File: src/fpet_params.svh
`ifndef FPET_PARAMS_SVH
`define FPET_PARAMS_SVH

// Single word program: operation clock periods and bus clock periods
`define FPET_SWP_OP_CYC 9
`define FPET_SWP_BUS_CYC 25
// Consecutive burst word
`define FPET_BWP_OP_CYC 4
`define FPET_BWP_BUS_CYC 9
`define FPET_BURST_MAX 32
// Erase durations in operation clock periods, and sector size in bytes
`define FPET_ERA_OP_CYC 4000
`define FPET_MASS_OP_CYC 20000
`define FPET_SECTOR_BYTES 512
// Blank check
`define FPET_CHK_SETUP_CYC 10
`define FPET_CHK_WORDS 32768
// Divider reset value
`define FPET_DIV_RESET 8'h00_7C

`endif

File: src/fpet_pkg.sv
package fpet_pkg;
    typedef enum logic [2:0] {
        FPET_CMD_NONE,
        FPET_CMD_PROGRAM,
        FPET_CMD_SECTOR_ERASE,
        FPET_CMD_MASS_ERASE,
        FPET_CMD_BLANK_CHECK
    } fpet_cmd_e;

    typedef enum logic [2:0] {
        FPET_IDLE,
        FPET_PROG_OP,
        FPET_PROG_BUS,
        FPET_ERASE,
        FPET_CHECK_SETUP,
        FPET_CHECK_SCAN
    } fpet_state_e;
endpackage

File: src/fpet_sequencer.sv
`timescale 1ns/1ns
`include "fpet_params.svh"
// Notes on behaviour
// - Burst of up to 32 words in one row while next word is queued early.
// - Each burst word after the first: 4 operation clocks plus 9 bus clocks.
// - Full row burst: one single-word time plus 31 burst-word times.
// - Sector erase of 512 bytes lasts 4000 operation clocks, no setup.
// - Mass erase lasts 20000 operation clocks, no setup.
// - Blank check scans upward from word zero, stops at first non-blank word.
// - Blank check: one word per bus clock plus 10 setup cycles.
// - Blank check lasts at least 11, at most 32778 bus cycles.
// - Single word program: 9 operation clocks plus 25 bus clocks.
module fpet_sequencer #(
    parameter int ADDR_W = 15,
    parameter int ERA_OP_CYC = `FPET_ERA_OP_CYC,
    parameter int MASS_OP_CYC = `FPET_MASS_OP_CYC,
    parameter int CHK_WORDS = `FPET_CHK_WORDS
) (
    input wire logic clock_i,
    input wire logic reset_n_i,
    input wire logic [7:0] flash_clock_divider_i,
    input wire logic cmd_valid_i,
    input wire fpet_pkg::fpet_cmd_e cmd_i,
    input wire logic [ADDR_W-1:0] cmd_addr_i,
    input wire logic done_clear_i,
    input wire logic word_blank_i,
    output logic cmd_ready_o,
    output logic busy_o,
    output logic done_o,
    output logic check_fail_o,
    output logic [ADDR_W-1:0] check_addr_o,
    output logic prog_strobe_o,
    output logic [ADDR_W-1:0] prog_addr_o
);
    import fpet_pkg::*;

    // ************************************************************
    // Operation clock tick from the divider
    // ************************************************************
    logic [7:0] div_cnt_reg, div_cnt_next;
    logic op_tick_reg, op_tick_next;

    always_comb begin
        div_cnt_next = div_cnt_reg + 8'h01;
        op_tick_next = 1'b0;
        if (div_cnt_reg >= flash_clock_divider_i) begin
            div_cnt_next = 8'h00;
            op_tick_next = 1'b1;
        end
    end

    always_ff @(posedge clock_i) begin
        if (!reset_n_i) begin
            div_cnt_reg <= 8'h00;
            op_tick_reg <= 1'b0;
        end else begin
            div_cnt_reg <= div_cnt_next;
            op_tick_reg <= op_tick_next;
        end
    end

    // ************************************************************
    // Sequencer
    // ************************************************************
    fpet_state_e state_reg, state_next;
    logic [15:0] op_cnt_reg, op_cnt_next;
    logic [15:0] bus_cnt_reg, bus_cnt_next;
    logic [ADDR_W-1:0] addr_reg, addr_next;
    logic [5:0] burst_reg, burst_next;
    logic queued_reg, queued_next;
    logic [ADDR_W-1:0] qaddr_reg, qaddr_next;
    logic busy_reg, busy_next;
    logic done_reg, done_next;
    logic fail_reg, fail_next;
    logic strobe_reg, strobe_next;
    logic ready_reg, ready_next;
    logic done_set;
    logic same_row;
    logic can_queue;
    logic cmd_kind_mass;
    logic mass_reg, mass_next;

    // A row holds 32 words; queued word must share the row of the current one
    assign same_row = (cmd_addr_i[ADDR_W-1:5] == addr_reg[ADDR_W-1:5]);
    assign can_queue = (state_reg == FPET_PROG_OP || state_reg == FPET_PROG_BUS)
        && !queued_reg && same_row && (burst_reg < 6'(`FPET_BURST_MAX));

    always_comb begin
        state_next = state_reg;
        op_cnt_next = op_cnt_reg;
        bus_cnt_next = bus_cnt_reg;
        addr_next = addr_reg;
        burst_next = burst_reg;
        queued_next = queued_reg;
        qaddr_next = qaddr_reg;
        busy_next = busy_reg;
        fail_next = fail_reg;
        strobe_next = 1'b0;
        done_set = 1'b0;
        case (state_reg)
            FPET_IDLE: begin
                if (cmd_valid_i) begin
                    busy_next = 1'b1;
                    fail_next = 1'b0;
                    addr_next = cmd_addr_i;
                    op_cnt_next = 16'h0000;
                    bus_cnt_next = 16'h0000;
                    case (cmd_i)
                        FPET_CMD_PROGRAM: begin
                            burst_next = 6'd1;
                            strobe_next = 1'b1;
                            state_next = FPET_PROG_OP;
                        end
                        FPET_CMD_SECTOR_ERASE: begin
                            // Align to sector of 512 bytes (256 words)
                            addr_next = cmd_addr_i & ~ADDR_W'(`FPET_SECTOR_BYTES / 2 - 1);
                            state_next = FPET_ERASE;
                        end
                        FPET_CMD_MASS_ERASE: begin
                            addr_next = '0;
                            state_next = FPET_ERASE;
                        end
                        FPET_CMD_BLANK_CHECK: begin
                            addr_next = '0;
                            state_next = FPET_CHECK_SETUP;
                        end
                        default: busy_next = 1'b0;
                    endcase
                end
            end
            FPET_PROG_OP: begin
                // First word 9 op clocks, later burst words 4
                if (op_tick_reg) begin
                    op_cnt_next = op_cnt_reg + 16'h0001;
                    if (op_cnt_reg + 16'h0001 >= ((burst_reg == 6'd1) ?
                            16'(`FPET_SWP_OP_CYC) : 16'(`FPET_BWP_OP_CYC))) begin
                        state_next = FPET_PROG_BUS;
                        bus_cnt_next = 16'h0000;
                    end
                end
            end
            FPET_PROG_BUS: begin
                bus_cnt_next = bus_cnt_reg + 16'h0001;
                if (bus_cnt_reg + 16'h0001 >= ((burst_reg == 6'd1) ?
                        16'(`FPET_SWP_BUS_CYC) : 16'(`FPET_BWP_BUS_CYC))) begin
                    if (queued_reg || (cmd_valid_i && can_queue && cmd_i == FPET_CMD_PROGRAM)) begin
                        // Pipeline filled in time: continue burst
                        addr_next = queued_reg ? qaddr_reg : cmd_addr_i;
                        queued_next = 1'b0;
                        burst_next = burst_reg + 6'd1;
                        strobe_next = 1'b1;
                        op_cnt_next = 16'h0000;
                        state_next = FPET_PROG_OP;
                    end else begin
                        done_set = 1'b1;
                        state_next = FPET_IDLE;
                    end
                end
            end
            FPET_ERASE: begin
                if (op_tick_reg) begin
                    op_cnt_next = op_cnt_reg + 16'h0001;
                    if (32'(op_cnt_reg) + 1 >= ((cmd_kind_mass) ? MASS_OP_CYC : ERA_OP_CYC)) begin
                        done_set = 1'b1;
                        state_next = FPET_IDLE;
                    end
                end
            end
            FPET_CHECK_SETUP: begin
                bus_cnt_next = bus_cnt_reg + 16'h0001;
                if (bus_cnt_reg + 16'h0001 >= 16'(`FPET_CHK_SETUP_CYC)) begin
                    state_next = FPET_CHECK_SCAN;
                end
            end
            FPET_CHECK_SCAN: begin
                // One word per bus clock
                if (!word_blank_i) begin
                    fail_next = 1'b1;
                    done_set = 1'b1;
                    state_next = FPET_IDLE;
                end else if (32'(addr_reg) + 1 >= CHK_WORDS) begin
                    done_set = 1'b1;
                    state_next = FPET_IDLE;
                end else begin
                    addr_next = addr_reg + ADDR_W'(1);
                end
            end
            default: state_next = FPET_IDLE;
        endcase
        if (state_reg == FPET_PROG_OP && cmd_valid_i && can_queue && cmd_i == FPET_CMD_PROGRAM) begin
            queued_next = 1'b1;
            qaddr_next = cmd_addr_i;
        end
        if (done_set) begin
            busy_next = 1'b0;
        end
        // Set wins over a simultaneous clear
        done_next = done_set | (done_reg & ~done_clear_i);
        if (cmd_valid_i && state_reg == FPET_IDLE) begin
            done_next = 1'b0;
        end
        ready_next = (state_next == FPET_IDLE) ||
            ((state_next == FPET_PROG_OP) && !queued_next);
    end

    // Erase kind latched at launch
    assign cmd_kind_mass = mass_reg;
    always_comb begin
        mass_next = mass_reg;
        if (state_reg == FPET_IDLE && cmd_valid_i) begin
            mass_next = (cmd_i == FPET_CMD_MASS_ERASE);
        end
    end

    always_ff @(posedge clock_i) begin
        if (!reset_n_i) begin
            state_reg <= FPET_IDLE;
            op_cnt_reg <= 16'h0000;
            bus_cnt_reg <= 16'h0000;
            addr_reg <= '0;
            burst_reg <= 6'd0;
            queued_reg <= 1'b0;
            qaddr_reg <= '0;
            busy_reg <= 1'b0;
            done_reg <= 1'b0;
            fail_reg <= 1'b0;
            strobe_reg <= 1'b0;
            ready_reg <= 1'b1;
            mass_reg <= 1'b0;
        end else begin
            state_reg <= state_next;
            op_cnt_reg <= op_cnt_next;
            bus_cnt_reg <= bus_cnt_next;
            addr_reg <= addr_next;
            burst_reg <= burst_next;
            queued_reg <= queued_next;
            qaddr_reg <= qaddr_next;
            busy_reg <= busy_next;
            done_reg <= done_next;
            fail_reg <= fail_next;
            strobe_reg <= strobe_next;
            ready_reg <= ready_next;
            mass_reg <= mass_next;
        end
    end

    assign cmd_ready_o = ready_reg;
    assign busy_o = busy_reg;
    assign done_o = done_reg;
    assign check_fail_o = fail_reg;
    assign check_addr_o = addr_reg;
    assign prog_strobe_o = strobe_reg;
    assign prog_addr_o = addr_reg;
endmodule

File: config.mk
export PLATFORM = sky130hd
export DESIGN_NAME = fpet_sequencer
export DESIGN_NICKNAME = d
export VERILOG_FILES = /design/src/fpet_pkg.sv /design/src/fpet_sequencer.sv
export VERILOG_INCLUDE_DIRS = /design/src
export SDC_FILE = /design/constraint.sdc
export NUM_CORES = 1
export LEC_CHECK = 0
export ABC_AREA = 1
export BUFFER_PORTS_ARGS = -buffer_cell sky130_fd_sc_hd__buf_2
export CORE_MARGIN = 2
export CORE_UTILIZATION = 54
export CTS_CLUSTER_SIZE = 25
export DETAILED_ROUTE_END_ITERATION = 6
export PLACE_DENSITY = 0.71
export SETUP_SLACK_MARGIN = 0.2
export SYNTH_ARGS = -nofsm -noshare
export SYNTH_HDL_FRONTEND = slang
export SYNTH_SLANG_ARGS = --single-unit
File: constraint.sdc
create_clock -name clock_i -period 4.1 [get_ports clock_i]
set_input_delay 0.205 -clock clock_i [delete_from_list [all_inputs] [get_ports clock_i]]
set_output_delay 0.205 -clock clock_i [all_outputs]
set_load 0.05 [all_outputs]
==> results by stage <==
Floorplan:
- The area of the die is 0.0117 mm^2.
- In this run the vertical extent of the chip is 108 um.
- Row generation in the floorplan step produced 38 rows.
- In this run the count of I/O pins placed on the die edge is 66.
- The placeable core area is 0.0107 mm^2.
- The die is 108 um wide.
- The initial core utilization is 0.549.

Global route:
- In the global route stage, met2 resource usage came out at 0.412.
- The wire length of the first global-routing pass is 23500 um.
- In the global route stage, overall resource usage came out at 0.253.
- The initial antenna violation count is 0.
- The met1 track utilization from global routing is 0.336.
- The number of global-route vias before repair is 5130.
- In this run the most used layer during global routing was met2.
- The largest net degree at the start of global routing is 42.
- The residual overflow from global routing is 0.
- The global-route met3 utilization is 0.0410.

Power and ir drop:
- The sequential share of power is 0.433.
- The portion of total power attributed to the clock network is 0.262.
- The fraction of power spent switching nets is 0.401.
- The leakage power total is 2.80 nW.
- The internal portion of the total power is 1.39 mW.
- The relative contribution of combinational cells to total power is 0.305.
- Overall power consumption after layout is estimated at 2.31 mW.
- IR analysis of the VDD net gives a maximum drop of 0.258 mV.
- Power spread over the standard cell area amounts to 365 mW/mm^2.
- In this run the power spent charging and discharging nets is 0.926 mW.

Synth:
- The synthesized netlist contains 46 unique library cells.
- The number of nets handed over by synthesis was 952.
- The number of enable flip-flop cells after synthesis is 0.
- The share of the Yosys chip area taken by registers is 0.297.
- The number of synthesis warnings is 0.
- The average footprint of a synthesized cell is 6.54 um^2.
- The most used flip-flop cell after synthesis is sky130_fd_sc_hd__dfxtp_1.
- The synthesized instance count is 897.
- For this run, asynchronously set or reset flops after synthesis account for 0.
- The flip-flop and latch count after synthesis is 87.
- The post-synthesis cell area is 0.00587 mm^2.

Detailed routing:
- The vias after detailed routing is 5656.
- The detailed-router iteration count before antenna repair is 5.
- The count of antenna-violating nets left after detailed routing is 0.
- The final wirelength is 14100 um.
- The via density per instance is 5.24.
- In this run, the number of DRC markers left after iteration 0 of detailed routing was 284.
- After detailed routing, the number of remaining DRC violations is 0.
- The final routed wire length divided by cell count is 13.1 um.

STA:
- The minimum period implied by the final worst setup slack is 2970 ps.
- The worst hold margin is 112 ps.
- Across all setup checks in the final design, the least slack found is 1130 ps.
- The total setup violations reported at the end of the flow is 0.
- Setup repair after global routing left no endpoint under its margin.
- The total negative slack for setup checks is 0 ps.
- The maximum clock frequency is 0.336 GHz.
- The slew at the pin with the worst max-slew slack is 828 ps.
- The relative slew slack is 0.448.
- The portion of the clock cycle consumed by the worst path in the final layout is 0.726.
- The clock skew is 11.3 ps.
- The final-report hold violation count is 0.
- The final number of max-transition violations is 0.

Clocking:
- The clock network latency to the later pin of the worst-skew pair is 380 ps.
- The number of post-CTS setup repair buffers is 0.
- Counting the buffers created by CTS gives 9.
- The clock passes through at most 2 buffers.
- In this run the number of H-tree levels came out at 3.
- The count of instances resized after the clock tree is built is 0.
- The tree is rooted in a sky130_fd_sc_hd__clkbuf_8.
- TritonCTS built the clock tree.
- Buffers inserted to repair hold after CTS numbered 0.
- Clock-pin slew was measured on the worst setup and hold paths at 90 ps.
- The clock drives 87 sinks.

Setup path:
- The endpoint class of the critical path is a flop.
- In this design, the stage delay of the slowest critical-path cell is 600 ps.
- At the worst endpoint, the required time is 4350 ps.
- The maximum net fanout on the critical path is 32.
- For this design, the slowest cell found on the critical path is sky130_fd_sc_hd__nand4_2.
- STA puts the critical path data arrival time at 3220 ps.
- Traced cell by cell, the critical path runs through ha_1 > nand2_2 > nor2_4 > xor2_1 > ha_1 > o21a_1 > nand2_1 > nand3_2 > nor2_4 > nand4_4 > nand4_2 > a21oi_1 > nor3_2.
- The critical path is of the reg2reg type.
- The startpoint class of the critical path is a flop.

Min path:
- In this run the worst hold path is classified as in2reg.

Final layout:
- At the end of the flow, the number of nets in the layout was 990.
- Fill cells in the final layout number 1094.
- The area added between synthesis and finish is 7.85%.
- The repair_antennas step left the layout with diodes totalling 0.
- The fraction of layout instances using a drive strength above 1 is 0.136.
- After routing the design area is 0.00633 mm^2.

Placement:
- The number of buffer cells added on primary ports is 65.
- The HPWL after detailed placement is 10200 um.
- The pre-CTS setup slack is 1140 ps.
- The standard cell area after detailed placement is 0.00614 mm^2.
- The congestion estimate from routability-driven global placement came to 0.934.

Job:
- The count of maximum capacitance violations is 0.

Status:
- The run finished with clean final reports.
==> synth_stat cells, types with 2 or more instances <==
cell,n,area share
sky130_fd_sc_hd__a211oi_1,15,0.019
sky130_fd_sc_hd__a21oi_1,79,0.067
sky130_fd_sc_hd__a22oi_1,2,0.0026
sky130_fd_sc_hd__a31oi_1,2,0.0021
sky130_fd_sc_hd__and3_1,2,0.0021
sky130_fd_sc_hd__buf_2,4,0.0034
sky130_fd_sc_hd__buf_4,18,0.023
sky130_fd_sc_hd__buf_6,3,0.0058
sky130_fd_sc_hd__clkbuf_1,15,0.0096
sky130_fd_sc_hd__clkinv_1,2,0.0013
sky130_fd_sc_hd__dfxtp_1,87,0.30
sky130_fd_sc_hd__ha_1,24,0.051
sky130_fd_sc_hd__inv_1,126,0.081
sky130_fd_sc_hd__inv_2,6,0.0038
sky130_fd_sc_hd__nand2_1,177,0.11
sky130_fd_sc_hd__nand2_2,5,0.0053
sky130_fd_sc_hd__nand2_4,2,0.0038
sky130_fd_sc_hd__nand3_1,60,0.051
sky130_fd_sc_hd__nand3_2,5,0.0085
sky130_fd_sc_hd__nand3b_1,4,0.0051
sky130_fd_sc_hd__nand4_1,19,0.020
sky130_fd_sc_hd__nor2_1,113,0.072
sky130_fd_sc_hd__nor2_2,10,0.011
sky130_fd_sc_hd__nor2_4,6,0.012
sky130_fd_sc_hd__nor3_1,10,0.0085
sky130_fd_sc_hd__nor3b_1,2,0.0026
sky130_fd_sc_hd__o21ai_0,17,0.014
sky130_fd_sc_hd__o21ai_1,33,0.028
sky130_fd_sc_hd__o21ai_2,2,0.0030
sky130_fd_sc_hd__o21bai_1,4,0.0051
sky130_fd_sc_hd__o221ai_1,10,0.015
sky130_fd_sc_hd__o22ai_1,2,0.0021
sky130_fd_sc_hd__or2_2,5,0.0053
sky130_fd_sc_hd__xnor2_1,4,0.0060
sky130_fd_sc_hd__xor2_1,11,0.016
==> critical path: cells and delay by family, from the launching register on <==
kind / cells / cell delay [ps]
flops: 1 / 420
simple gates: 8 / 1250
fa+ha+maj: 2 / 530
xor+xnor: 1 / 120
compound gates: 2 / 520
==> layout by cell type (no fill, tap or decap), types with 4 or more instances in the layout <==
cell                       count
sky130_fd_sc_hd__nand3_2       5
sky130_fd_sc_hd__nand2_2       5
sky130_fd_sc_hd__or2_2         5
sky130_fd_sc_hd__nor2_1      113
sky130_fd_sc_hd__o221ai_1     10
sky130_fd_sc_hd__inv_2         6
sky130_fd_sc_hd__nor3_1       10
sky130_fd_sc_hd__o21ai_0      17
sky130_fd_sc_hd__o21ai_1      33
sky130_fd_sc_hd__clkbuf_8      9
sky130_fd_sc_hd__nand3b_1      4
sky130_fd_sc_hd__inv_1       126
sky130_fd_sc_hd__nand3_1      60
sky130_fd_sc_hd__buf_2        65
sky130_fd_sc_hd__a21oi_1      79
sky130_fd_sc_hd__nand4_1      19
sky130_fd_sc_hd__a211oi_1     15
sky130_fd_sc_hd__nor2_4        6
sky130_fd_sc_hd__xor2_1       11
sky130_fd_sc_hd__o21bai_1      4
sky130_fd_sc_hd__nor2_2       10
sky130_fd_sc_hd__xnor2_1       4
sky130_fd_sc_hd__nand2_1     177
sky130_fd_sc_hd__dfxtp_1      87
sky130_fd_sc_hd__ha_1         24
==> layout make-up <==
class | instances | area, um^2 | area share
clock inverter | 5 | 58.8 | 0.00929
clock buffer | 11 | 131 | 0.0208
inverter | 134 | 503 | 0.0795
sequential | 87 | 1740 | 0.275
timing repair buffer | 67 | 340 | 0.0538
multi-input combinational | 636 | 3380 | 0.534
tap | 140 | 175 | 0.0277
==> stage by stage <==
stage	std cells	utilization
after floorplan	897	-
after global placement	1064	0.574
after detailed placement	1064	0.574
after CTS	1080	0.592
after global routing	1080	0.592
final	1080	0.592
==> layer usage <==
metal | routed length (um) | vias up
li1 | - | 2985
met1 | 6670 | 2488
met2 | 6440 | 154
met3 | 720 | 29
met4 | 306 | 0
met5 | 0 | -
==> cell families after synthesis <==
kind of cell	share of synthesized area
buffers and inverters	0.128
XOR/XNOR	0.0252
AO/OA/AOI/OAI	0.163
adder cells (fa/ha/maj)	0.0512
AND/OR/NAND/NOR	0.336
flip-flops	0.297
==> power groups by stage <==
stage                     clock [mW]  combinational [mW]  sequential, mW
after floorplan                    0               0.512            1.09
after global routing           0.655               0.781            1.01
after detailed placement           0               0.705            1.02
final                          0.606               0.706            1.00
after global placement             0               0.700            1.02
after CTS                      0.623               0.706           0.999
==> worst paths after layout <==
path	from	endpoint	slack [ps]	cells past startpoint
max	bus_cnt_reg[0]$_SDFFE_PN0P_	op_cnt_reg[1]$_SDFFE_PN0P_	1130	13
min	cmd_addr_i[4]	qaddr_reg[4]$_SDFFE_PN0P_	110	3
max reg2reg	bus_cnt_reg[0]$_SDFFE_PN0P_	op_cnt_reg[1]$_SDFFE_PN0P_	1130	13
min reg2reg	check_fail_o$_SDFFE_PN0P_	check_fail_o$_SDFFE_PN0P_	470	2
No activity file was read; power rests on OpenSTA's default activity.
